`src/cse_consts.vh`:
```
`ifndef CSE_CONSTS_VH
`define CSE_CONSTS_VH

// ==========================================================================
// function count and address layout
`define CSE_NUM_PF            4
`define CSE_ADDR_W            12
`define CSE_FUNC_BLOCK_END    12'h0100
`define CSE_ADDR_FUNC_PRESENT 12'h0100
`define CSE_ADDR_STATUS       12'h0104
`define CSE_FUNC_PRESENT_RST  3'h4

// ==========================================================================
// register index inside one function block (byte offset = index * 4)
`define CSE_IDX_ROUTE         3'h0
`define CSE_IDX_COMMAND       3'h1
`define CSE_IDX_SRIOV_CTRL    3'h2
`define CSE_IDX_VF_COUNT      3'h3
`define CSE_IDX_DEV_CTRL      3'h4
`define CSE_IDX_DEV_CTRL2     3'h5
`define CSE_IDX_HINT_CTRL     3'h6
`define CSE_IDX_XLATE_CTRL    3'h7

// ==========================================================================
// writable bit masks per register
`define CSE_MASK_ROUTE        16'h1fff
`define CSE_MASK_COMMAND      16'h0006
`define CSE_MASK_SRIOV_CTRL   16'h0008
`define CSE_MASK_VF_COUNT     16'hffff
`define CSE_MASK_DEV_CTRL     16'h71e0
`define CSE_MASK_DEV_CTRL2    16'h0050
`define CSE_MASK_HINT_CTRL    16'h0103
`define CSE_MASK_XLATE_CTRL   16'h801f

// ==========================================================================
// reset values (read request limit resets to code 2)
`define CSE_RST_DEV_CTRL      16'h2000
`define CSE_RST_OTHER         16'h0000

// ==========================================================================
// field positions
`define CSE_BUS_LSB           0
`define CSE_DEV_LSB           8
`define CSE_MEM_BIT           1
`define CSE_MASTER_BIT        2
`define CSE_VFMEM_BIT         3
`define CSE_MPS_LSB           5
`define CSE_WIDETAG_BIT       8
`define CSE_MRRS_LSB          12
`define CSE_CPLOFF_BIT        4
`define CSE_ATOMIC_BIT        6
`define CSE_STMODE_LSB        0
`define CSE_HINTEN_BIT        8
`define CSE_STU_LSB           0
`define CSE_XLATEEN_BIT       15

// ==========================================================================
// timing: edges from committing write to changed export
`define CSE_EXPORT_LATENCY    2

`endif

```
`src/cse_func_regs.v`:
```
`timescale 1ns/100ps
`include "cse_consts.vh"

// ==========================================================================
// one physical function's configuration fields
module cse_func_regs (
  input  wire        clock,
  input  wire        reset_n,
  input  wire        wr_en,
  input  wire [2:0]  wr_index,
  input  wire [31:0] wr_data,
  input  wire [2:0]  rd_index,
  output wire [31:0] rd_data,
  output wire [7:0]  bus_number,
  output wire [4:0]  device_number,
  output wire        memory_on,
  output wire        master_on,
  output wire        vf_memory_on,
  output wire [15:0] vf_count,
  output wire [2:0]  payload_code,
  output wire [2:0]  read_req_code,
  output wire        wide_tag_on,
  output wire        cpl_timer_off,
  output wire        atomic_on,
  output wire [1:0]  st_mode,
  output wire        hint_on,
  output wire [4:0]  stu,
  output wire        xlate_on
);

  reg [15:0] regs_q [0:7];
  integer    i;

  // writable bits of each register; the rest stay zero
  function [15:0] wmask;
    input [2:0] idx;
    begin
      case (idx)
        `CSE_IDX_ROUTE:      wmask = `CSE_MASK_ROUTE;
        `CSE_IDX_COMMAND:    wmask = `CSE_MASK_COMMAND;
        `CSE_IDX_SRIOV_CTRL: wmask = `CSE_MASK_SRIOV_CTRL;
        `CSE_IDX_VF_COUNT:   wmask = `CSE_MASK_VF_COUNT;
        `CSE_IDX_DEV_CTRL:   wmask = `CSE_MASK_DEV_CTRL;
        `CSE_IDX_DEV_CTRL2:  wmask = `CSE_MASK_DEV_CTRL2;
        `CSE_IDX_HINT_CTRL:  wmask = `CSE_MASK_HINT_CTRL;
        default:             wmask = `CSE_MASK_XLATE_CTRL;
      endcase
    end
  endfunction

  // register store, masked write
  always @(posedge clock or negedge reset_n) begin
    if (!reset_n) begin
      for (i = 0; i < 8; i = i + 1) begin
        regs_q[i] <= (i == 4) ? `CSE_RST_DEV_CTRL : `CSE_RST_OTHER;
      end
    end else if (wr_en) begin
      regs_q[wr_index] <= wr_data[15:0] & wmask(wr_index);
    end
  end

  // read path and field taps
  assign rd_data       = {16'h0000, regs_q[rd_index]};
  assign bus_number    = regs_q[0][`CSE_BUS_LSB +: 8];
  assign device_number = regs_q[0][`CSE_DEV_LSB +: 5];
  assign memory_on     = regs_q[1][`CSE_MEM_BIT];
  assign master_on     = regs_q[1][`CSE_MASTER_BIT];
  assign vf_memory_on  = regs_q[2][`CSE_VFMEM_BIT];
  assign vf_count      = regs_q[3];
  assign payload_code  = regs_q[4][`CSE_MPS_LSB +: 3];
  assign read_req_code = regs_q[4][`CSE_MRRS_LSB +: 3];
  assign wide_tag_on   = regs_q[4][`CSE_WIDETAG_BIT];
  assign cpl_timer_off = regs_q[5][`CSE_CPLOFF_BIT];
  assign atomic_on     = regs_q[5][`CSE_ATOMIC_BIT];
  assign st_mode       = regs_q[6][`CSE_STMODE_LSB +: 2];
  assign hint_on       = regs_q[6][`CSE_HINTEN_BIT];
  assign stu           = regs_q[7][`CSE_STU_LSB +: 5];
  assign xlate_on      = regs_q[7][`CSE_XLATEEN_BIT];

endmodule

```
`src/cse_min_code.v`:
```
`timescale 1ns/100ps
`include "cse_consts.vh"

// ==========================================================================
// smallest 3-bit code among the present functions
module cse_min_code (
  input  wire [11:0] codes,
  input  wire [2:0]  present,
  output reg  [2:0]  min_code
);

  integer i;

  // function 0 always counts; others only while present
  always @* begin
    min_code = codes[2:0];
    for (i = 1; i < `CSE_NUM_PF; i = i + 1) begin
      if ((i < present) && (codes[3*i +: 3] < min_code)) begin
        min_code = codes[3*i +: 3];
      end
    end
  end

endmodule

```
`src/cse_config_export.v`:
```
// Added by the designer: the register offsets and the APB slave port.
`timescale 1ns/100ps
`include "cse_consts.vh"

module cse_config_export (
  input  wire        clock,
  input  wire        reset_n,
  // apb slave
  input  wire        psel,
  input  wire        penable,
  input  wire        pwrite,
  input  wire [11:0] paddr,
  input  wire [31:0] pwdata,
  output reg  [31:0] prdata,
  output reg         pready,
  output reg         pslverr,
  // exported configuration
  output reg  [31:0] func_bus_number,
  output reg  [19:0] func_device_number,
  output reg  [3:0]  pf_memory_decode_on,
  output reg  [3:0]  pf_requester_allowed,
  output reg  [3:0]  vf_memory_decode_on,
  output reg  [63:0] pf_vf_count,
  output reg  [2:0]  link_payload_limit,
  output reg  [2:0]  link_read_request_limit,
  output reg  [3:0]  pf_wide_tag_on,
  output reg  [3:0]  pf_cpl_timer_off,
  output reg  [3:0]  pf_atomic_issue_on,
  output reg  [7:0]  pf_steering_tag_mode,
  output reg  [3:0]  pf_hint_requester_on,
  output reg  [19:0] pf_translation_unit_size,
  output reg  [3:0]  pf_translation_service_on
);

  // ========================================================================
  // access decode
  wire        setup_phase;
  wire        write_commit;
  wire        in_func_block;
  wire [1:0]  func_sel;
  wire [3:0]  reg_index;
  wire        func_hit;
  wire        present_hit;
  wire        status_hit;
  wire        addr_hit;

  // setup cycle loads the answer; access edge commits writes
  assign setup_phase   = psel & ~penable;
  assign write_commit  = psel & penable & pready & pwrite;
  assign in_func_block = (paddr < `CSE_FUNC_BLOCK_END);
  assign func_sel      = paddr[7:6];
  assign reg_index     = paddr[5:2];
  assign func_hit      = in_func_block & ~reg_index[3] & (paddr[1:0] == 2'h0);
  assign present_hit   = (paddr == `CSE_ADDR_FUNC_PRESENT);
  assign status_hit    = (paddr == `CSE_ADDR_STATUS);
  assign addr_hit      = func_hit | present_hit | status_hit;

  // ========================================================================
  // function count control, steers the limit reduction
  reg  [2:0]  func_present_q;
  wire        present_ok;

  // only counts of 1 through NUM_PF are accepted
  assign present_ok = (pwdata[2:0] != 3'h0) && (pwdata[31:3] == 29'h0000_0000)
                      && (pwdata[2:0] <= `CSE_NUM_PF);

  // software-written function count
  always @(posedge clock or negedge reset_n) begin
    if (!reset_n) begin
      func_present_q <= `CSE_FUNC_PRESENT_RST;
    end else if (write_commit && present_hit && present_ok) begin
      func_present_q <= pwdata[2:0];
    end
  end

  // ========================================================================
  // per function register sets
  wire [127:0] func_rd_data;
  wire [31:0]  bus_number_w;
  wire [19:0]  device_number_w;
  wire [3:0]   memory_on_w;
  wire [3:0]   master_on_w;
  wire [3:0]   vf_memory_on_w;
  wire [63:0]  vf_count_w;
  wire [11:0]  payload_code_w;
  wire [11:0]  read_req_code_w;
  wire [3:0]   wide_tag_w;
  wire [3:0]   cpl_off_w;
  wire [3:0]   atomic_w;
  wire [7:0]   st_mode_w;
  wire [3:0]   hint_on_w;
  wire [19:0]  stu_w;
  wire [3:0]   xlate_on_w;

  genvar f;
  generate
    for (f = 0; f < `CSE_NUM_PF; f = f + 1) begin : g_func
      // configuration write lands in the selected function only
      cse_func_regs u_regs (
        .clock         (clock),
        .reset_n       (reset_n),
        .wr_en         (write_commit & func_hit & (func_sel == f)),
        .wr_index      (reg_index[2:0]),
        .wr_data       (pwdata),
        .rd_index      (reg_index[2:0]),
        .rd_data       (func_rd_data[32*f +: 32]),
        .bus_number    (bus_number_w[8*f +: 8]),
        .device_number (device_number_w[5*f +: 5]),
        .memory_on     (memory_on_w[f]),
        .master_on     (master_on_w[f]),
        .vf_memory_on  (vf_memory_on_w[f]),
        .vf_count      (vf_count_w[16*f +: 16]),
        .payload_code  (payload_code_w[3*f +: 3]),
        .read_req_code (read_req_code_w[3*f +: 3]),
        .wide_tag_on   (wide_tag_w[f]),
        .cpl_timer_off (cpl_off_w[f]),
        .atomic_on     (atomic_w[f]),
        .st_mode       (st_mode_w[2*f +: 2]),
        .hint_on       (hint_on_w[f]),
        .stu           (stu_w[5*f +: 5]),
        .xlate_on      (xlate_on_w[f])
      );
    end
  endgenerate

  // ========================================================================
  // link-wide limits: minimum across present functions
  wire [2:0] payload_min_w;
  wire [2:0] read_req_min_w;

  // payload limit reduction
  cse_min_code u_payload_min (
    .codes    (payload_code_w),
    .present  (func_present_q),
    .min_code (payload_min_w)
  );

  // read request limit reduction
  cse_min_code u_read_req_min (
    .codes    (read_req_code_w),
    .present  (func_present_q),
    .min_code (read_req_min_w)
  );

  // ========================================================================
  // export stage: every output from a flop on the application clock
  always @(posedge clock or negedge reset_n) begin
    if (!reset_n) begin
      func_bus_number           <= 32'h0000_0000;
      func_device_number        <= 20'h0_0000;
      pf_memory_decode_on       <= 4'h0;
      pf_requester_allowed      <= 4'h0;
      vf_memory_decode_on       <= 4'h0;
      pf_vf_count               <= 64'h0000_0000_0000_0000;
      link_payload_limit        <= 3'h0;
      link_read_request_limit   <= 3'h2;
      pf_wide_tag_on            <= 4'h0;
      pf_cpl_timer_off          <= 4'h0;
      pf_atomic_issue_on        <= 4'h0;
      pf_steering_tag_mode      <= 8'h00;
      pf_hint_requester_on      <= 4'h0;
      pf_translation_unit_size  <= 20'h0_0000;
      pf_translation_service_on <= 4'h0;
    end else begin
      // one edge behind the store, so a write shows two edges later
      func_bus_number           <= bus_number_w;
      func_device_number        <= device_number_w;
      pf_memory_decode_on       <= memory_on_w;
      pf_requester_allowed      <= master_on_w;
      vf_memory_decode_on       <= vf_memory_on_w;
      pf_vf_count               <= vf_count_w;
      link_payload_limit        <= payload_min_w;
      link_read_request_limit   <= read_req_min_w;
      pf_wide_tag_on            <= wide_tag_w;
      pf_cpl_timer_off          <= cpl_off_w;
      pf_atomic_issue_on        <= atomic_w;
      pf_steering_tag_mode      <= st_mode_w;
      pf_hint_requester_on      <= hint_on_w;
      pf_translation_unit_size  <= stu_w;
      pf_translation_service_on <= xlate_on_w;
    end
  end

  // ========================================================================
  // read data select
  reg [31:0] rd_mux;

  // status shows the limits currently exported and the function count
  always @* begin
    if (func_hit) begin
      rd_mux = func_rd_data[32*func_sel +: 32];
    end else if (present_hit) begin
      rd_mux = {29'h0000_0000, func_present_q};
    end else if (status_hit) begin
      rd_mux = {21'h00_0000, link_read_request_limit, 1'b0, link_payload_limit,
                1'b0, func_present_q};
    end else begin
      rd_mux = 32'h0000_0000;
    end
  end

  // ========================================================================
  // apb answer: one wait-free access cycle, loaded at the setup edge
  always @(posedge clock or negedge reset_n) begin
    if (!reset_n) begin
      pready  <= 1'b0;
      prdata  <= 32'h0000_0000;
      pslverr <= 1'b0;
    end else begin
      pready <= setup_phase;
      if (setup_phase) begin
        prdata  <= pwrite ? 32'h0000_0000 : rd_mux;
        pslverr <= ~addr_hit | (pwrite & status_hit);  // status is read-only
      end else begin
        prdata  <= 32'h0000_0000;
        pslverr <= 1'b0;
      end
    end
  end

endmodule

```
`config.mk`:
```
export PLATFORM = sky130hd
export DESIGN_NAME = cse_config_export
export DESIGN_NICKNAME = d
export VERILOG_FILES = /design/src/cse_func_regs.v /design/src/cse_min_code.v /design/src/cse_config_export.v
export VERILOG_INCLUDE_DIRS = /design/src
export SDC_FILE = /design/constraint.sdc
export NUM_CORES = 1
export LEC_CHECK = 0
export BUFFER_PORTS_ARGS = -buffer_cell sky130_fd_sc_hd__buf_4
export CAP_MARGIN = 10
export CORE_MARGIN = 5
export CORE_UTILIZATION = 60
export CTS_BUF_LIST = sky130_fd_sc_hd__clkbuf_4 sky130_fd_sc_hd__clkbuf_8 sky130_fd_sc_hd__clkbuf_16
export CTS_CLUSTER_DIAMETER = 30
export DETAILED_ROUTE_END_ITERATION = 6
export PLACE_DENSITY = 0.85
export SYNTH_ARGS = -nofsm -noshare
export SYNTH_HDL_FRONTEND = slang
export SYNTH_HIERARCHICAL = 1
export SYNTH_SLANG_ARGS = --single-unit
```
`constraint.sdc`:
```
create_clock -name clock -period 4.5 [get_ports clock]
set_input_delay 0.9 -clock clock [delete_from_list [all_inputs] [get_ports clock]]
set_output_delay 0.9 -clock clock [all_outputs]
set_load 0.02 [all_outputs]
```
==> results_dict.tcl, run 1 <==
set metrics [dict create \
    ys.flop_type "dfrtp_1" \
    area_growth_pct 18.07 \
    synth_cell_types 55 \
    fmax_mhz 261.6 \
    switching_share 0.2241 \
    dp_hpwl_um 51380 \
    status "complete, no violations" \
    min_period_ns 3.823 \
    worst-slew-pin-transition_ns 0.9946 \
    register_area_sq_um 18300 \
    wirelength_um 81920 \
    die_area_sq_um 55890 \
    ys_seq_area_frac 0.5950 \
    cap_violations 0 \
    fillers 3085 \
    cp.arrival_ns 4.37 \
    track_usage 0.2968 \
    cts_buffer_depth 3 \
    firstDrtPassIters 6 \
    synth_area_sq_um 30760 \
    finClkSkew_ns 0.02440 \
    drc 0 \
    worstPathRequired_ns 5.04 \
    path_max_fanout 4 \
    power.leakage_uw 0.01825 \
    maxSlewViolCount 0 \
    post_drt_wl_per_cell_um 27.10 \
    grtUsageMet2 0.4791 \
    clock_latency_ns 0.66 \
    setup_ws_ns 0.6774 \
    syn_inst 2075 \
    yosys_warnings 6 \
    end_kind "flop" \
    postCtsSetupBuffers 0 \
    fp.dieH_um 236.4 \
    grt_util_met3 0.07389 \
    rsz0062_at_grt "no" \
    numPortBuffers 264 \
    reg2reg_setup_slack_ns 0.68 \
    p_comb_frac 0.031 \
    numCtsBuffers 119 \
    yosysMostFrequentCell "dfrtp_1" \
    fp.coreArea_sq_um 51090 \
    drive_above_1_share 0.4082 \
    fin_nets 2299 \
    async_reset_ff_frac 1.000 \
    peakVddDrop_v 0.0002863 \
    grt_pass1_wl_um 124900 \
    cts.htree.levels 3 \
    die_w_um 236.4 \
    cts_root_buf "clkbuf_16" \
    ctsHoldBuffers 0 \
    seq_power_share 0.397 \
    route.vias.total 18040 \
    gp_congestion 0.9030 \
    hold_class "in -> async" \
    grt_max_degree 108 \
    crit_type "reg -> reg" \
    ys_ff_latch 731 \
    synth-edff-count 0 \
    grt-ovfl-total 0 \
    synthTopCellsByArea "dfrtp_1 59%, mux4_2 12%, mux2_2 7.9%, buf_4 5.8%, and2_1 4.5%" \
    powerDensity_nw_per_um2 456.8 \
    min_period_over_period 0.8495 \
    hold_viol_final 0 \
    grt_busiest_layer "met2" \
    clk_pin_slew_ns 0.06 \
    multiInputGateArea_sq_um 10270 \
    yosysTopAreaCell "dfrtp_1" \
    switchingPower_uw 3717 \
    clock_sinks 731 \
    cts_tree "done" \
    setup_tns_ns 0 \
    synth_common_cells "725 x dfrtp_1, 237 x buf_4, 220 x and2_1, 216 x mux2_2, 158 x mux4_2" \
    p_int_uw 12870 \
    relSlewSlack 0.3369 \
    pre_cts_ws_ns 0.7574 \
    grt_use_met1 0.3938 \
    synth.top_cell.area_share 0.5898 \
    start_util 0.6020 \
    critPathLaunchType "flop" \
    first_iter_violations 2066 \
    setup-violations-final 0 \
    rows 83 \
    power_frac_clock 0.572 \
    avgViaCountPerCell 5.967 \
    antenna_left 0 \
    cts_resized 0 \
    syn_avg_cell_area_sq_um 14.82 \
    grt_pass1_vias 19340 \
    io_pins 265 \
    antenna_found_initial 10 \
]
## per-stage QoR
stage                 util  power [uW]  instances  hold WS, ns  instance area, sq um
finish              0.7108       16590       3023       0.3305                 36320
detailed placement  0.6268        7204       2797       0.3787                 32030
CTS                 0.7107       16680       3022       0.3457                 36310
global route        0.7108       17060       3023       0.4008                 36320
global placement    0.6268        7195       2797       0.3797                 32030
floorplan                -        6945       2135       0.3638                 30980
## state kept, by name (all words and copies together), names as in the netlist, 8 cells and up
signal and count:
pf_translation_unit_size 20, g_func.u_regs/st_mode 8, g_func.u_regs/read_req_code 12, func_bus_number 32
prdata 32, g_func.u_regs/bus_number 32, pf_vf_count 64, g_func.u_regs/device_number 20
func_device_number 20, g_func.u_regs/stu 20, g_func.u_regs/regs_q 312, g_func.u_regs/payload_code 12
pf_steering_tag_mode 8, g_func.u_regs/vf_count 64
## cells by family after synthesis
| kind of cell | after synthesis | synth area share |
|---|---|---|
| other | 4 | 0.0004880 |
| AND/OR/NAND/NOR | 479 | 0.09799 |
| AO/OA/AOI/OAI | 95 | 0.01896 |
| flip-flops | 731 | 0.5950 |
| multiplexers | 397 | 0.2044 |
| adder cells (fa/ha/maj) | 12 | 0.004881 |
| buffers and inverters | 357 | 0.07831 |
## layout make-up
type,count,area share
Clock inverter,87,0.02887
Multi-Input combinational cell,1047,0.2829
Inverter,23,0.002377
Clock buffer,138,0.08913
Timing Repair Buffer,316,0.06928
Antenna cell,1,0.00006891
Tap cell,680,0.02343
Sequential cell,731,0.5039
## placed cells by master, fill, tap and decap left out, drive strengths merged, types with 38 or more instances in the layout
cell and count:
mux4 160, inv 38, buf 316, nor2b 108, nand2 47, clkbuf 138, dfrtp 725, mux2 225
conb 64, o21ai 63, and2 220, clkinv 38
## path summary, 6_finish.rpt
kind,from,end,depth (start not counted)
worst max-delay path,g_func[0].u_regs/payload_code[2],link_payload_limit[0],16
worst min-delay path,reset_n,pf_vf_count[0],1
worst max register to register,g_func[0].u_regs/payload_code[2],link_payload_limit[0],16
worst min register to register,g_func[1].u_regs/device_number[0],func_device_number[5],0
max in group asynchronous,reset_n,g_func[2].u_regs/regs_q[40],2
min in group clock,g_func[1].u_regs/device_number[0],func_device_number[5],0
## critical path: stages, from the launching register on
cell and delay [ns]:
dfrtp_1 0.44, inv_1 0.07, ha_1 0.20, o21bai_1 0.19, a21oi_1 0.15, nand2_1 0.12
mux2i_1 0.25, ha_1 0.29, a21oi_1 0.22, and3_1 0.20, o21ai_2 0.07, mux2_2 0.31
ha_1 0.28, or2_2 0.30, a21oi_1 0.24, a21oi_4 0.07, mux2_4 0.30
## power groups by stage
stage	Combinational (uW)	Clock, uW	Sequential (uW)
detailed placement	507	0	6700
finish	511	9490	6590
CTS	511	9580	6590
floorplan	244	0	6700
global route	555	9930	6580
global placement	499	0	6700
## metal layers
metal  share of wire  wire (um)
met5         0.00049         40
met4           0.041       3321
met3           0.082       6752
met2            0.50      40780
met1            0.38      31030
No activity file was read; power rests on OpenSTA's default activity.
==> run 2, diff against run 1 <==
==> constraint.sdc (replaced) <==
create_clock -name clock -period 3.7 [get_ports clock]
set_input_delay 0.74 -clock clock [delete_from_list [all_inputs] [get_ports clock]]
set_output_delay 0.74 -clock clock [all_outputs]
set_load 0.02 [all_outputs]
==> run 2 against run 1 <==
Effect of this change: the run now ends with design-rule violations, negative setup slack left; via count is 2.3% higher; register-to-register slack worse by 0.75 ns; cell count is 0.73% higher; sequential share of layout area is 0.39 points lower; largest cell class unchanged; largest power group unchanged; critical path depth is 1 lower.
==> results_dict.tcl, run 2 (synthesis gave the netlist of run 1 again) <==
set metrics [dict create \
    drc 2 \
    finClkSkew_ns 0.02208 \
    violations "design-rule violations, negative setup slack" \
    start_util 0.6020 \
    cts.htree.levels 3 \
    powerDensity_nw_per_um2 541.8 \
    power.leakage_uw 0.01833 \
    rows 83 \
    numPortBuffers 264 \
    fp.coreArea_sq_um 51090 \
    die_w_um 236.4 \
    fillers 2976 \
    top_register "g_func.u_regs/regs_q" \
    fp.dieH_um 236.4 \
    cp.arrival_ns 4.32 \
    antenna_found_initial 12 \
    worst-slew-pin-transition_ns 1.024 \
    grt_pass1_wl_um 128500 \
    track_usage 0.3035 \
    post_drt_wl_per_cell_um 27.94 \
    clock_sinks 731 \
    firstDrtPassIters 7 \
    grt_pass1_vias 20050 \
    area_growth_pct 19.01 \
    io_pins 265 \
    cap_violations 0 \
    status "finished, violations left" \
    largest_register_ff_count 312 \
    final_cell_mix "724 x dfrtp_1, 329 x buf_4, 220 x and2_1" \
    fmax_mhz 264.7 \
    pre_cts_ws_ns -0.08536 \
    clock_latency_ns 0.66 \
    grt_max_degree 117 \
    dp_hpwl_um 51780 \
    peakVddDrop_v 0.0003680 \
    setup_ws_ns -0.07721 \
    numCtsBuffers 112 \
    hold_class "in -> async" \
    worstPathRequired_ns 4.24 \
    relSlewSlack 0.3174 \
    cts_buffer_depth 3 \
    path_max_fanout 4 \
    setup_tns_ns -0.1046 \
    crit_type "reg -> reg" \
    grt-ovfl-total 0 \
    setup-violations-final 2 \
    ctsHoldBuffers 0 \
    critPathLaunchType "flop" \
    avgViaCountPerCell 6.063 \
    wirelength_um 85090 \
    min_period_ns 3.777 \
    gp_congestion 0.9274 \
    first_iter_violations 2008 \
    end_kind "flop" \
    fin_nets 2325 \
    rsz0062_at_grt "yes" \
    clk_pin_slew_ns 0.06 \
    hold_viol_final 0 \
    final_common_cell "dfrtp_1" \
    route.vias.total 18460 \
    cts_root_buf "clkbuf_16" \
    die_area_sq_um 55890 \
    min_period_over_period 1.021 \
    maxSlewViolCount 0 \
    cts_tree "done" \
    antenna_left 0 \
    drive_above_1_share 0.4203 \
]
run 2: cell count changes in the layout (fill, tap and decap cells not counted), sizes merged:
| cell | change |
|---|---|
| buf | +33 |
| clkinv | -15 |
| diode | +6 |
| clkbuf | -4 |
| bufinv | +2 |
| clkinvlp | -2 |
| inv | +2 |
run 2: worst paths after layout:
check / endpoint / startpoint / slack (ns) / cells past startpoint
max: link_read_request_limit[0] / g_func[0].u_regs/read_req_code[2] / -0.08 / 15
min: g_func[0].u_regs/regs_q[19] / reset_n / 0.12 / 1
max reg2reg: link_read_request_limit[0] / g_func[0].u_regs/read_req_code[2] / -0.08 / 15
min reg2reg: pf_steering_tag_mode[2] / g_func[1].u_regs/st_mode[0] / 0.40 / 0
max in group asynchronous: g_func[1].u_regs/bus_number[1] / reset_n / 2.46 / 2
min in group clock: pready / penable / 0.31 / 2
run 2: worst max-delay path, stage by stage (launching register included):
cell      delay (ns)
dfrtp_1         0.44
inv_1           0.07
ha_1            0.35
o211ai_1        0.13
nand2_2         0.19
mux2i_4         0.31
ha_4            0.24
a21oi_2         0.19
and3_4          0.22
o21ai_2         0.08
mux2_4          0.34
ha_1            0.20
or2b_4          0.28
nor3_4          0.22
a21oi_4         0.10
mux2_4          0.30
run 2: layout make-up:
class	count	area, sq um	share of cell area
multi-input combinational	1047	10420	0.2847
timing repair buffer	349	2851	0.07790
clock buffer	134	3094	0.08453
antenna	7	17.52	0.0004785
sequential	731	18300	0.5000
tap	680	850.8	0.02324
inverter	23	86.33	0.002358
clock inverter	74	983.4	0.02687
run 2: routing by layer:
layer,share of wire,vias to the layer above,global-route usage
met5,0.00040,-,0
met4,0.052,4,0.1405
met3,0.097,278,0.07822
met2,0.48,1114,0.4816
met1,0.37,9717,0.3998
li1,-,7348,-
run 2: metrics by stage:
step | instances | cell area, sq um | hold WS [ns] | total power (uW) | util
6_report | 3045 | 36610 | 0.1194 | 19830 | 0.7164
2_1_floorplan | 2135 | 30980 | 0.3638 | 8446 | -
3_3_place_gp | 2822 | 32300 | 0.3772 | 8758 | 0.6322
3_5_place_dp | 2822 | 32300 | 0.3774 | 8772 | 0.6322
4_1_cts | 3031 | 36410 | 0.1249 | 19900 | 0.7127
5_1_grt | 3039 | 36590 | 0.1608 | 20380 | 0.7161
run 2: what timing repair did:
action	in CTS	in global routing
buffers inserted	1	7
endpoints found under the setup margin	3	6
gates resized for setup	6	23
pin swaps	5	8
gates cloned	0	0
run 2: power by group:
group / internal [uW] / switching [uW]
Clock: 7280 / 3910
Combinational: 204 / 434
Sequential: 8010 / 1.68
Total: 15500 / 4350
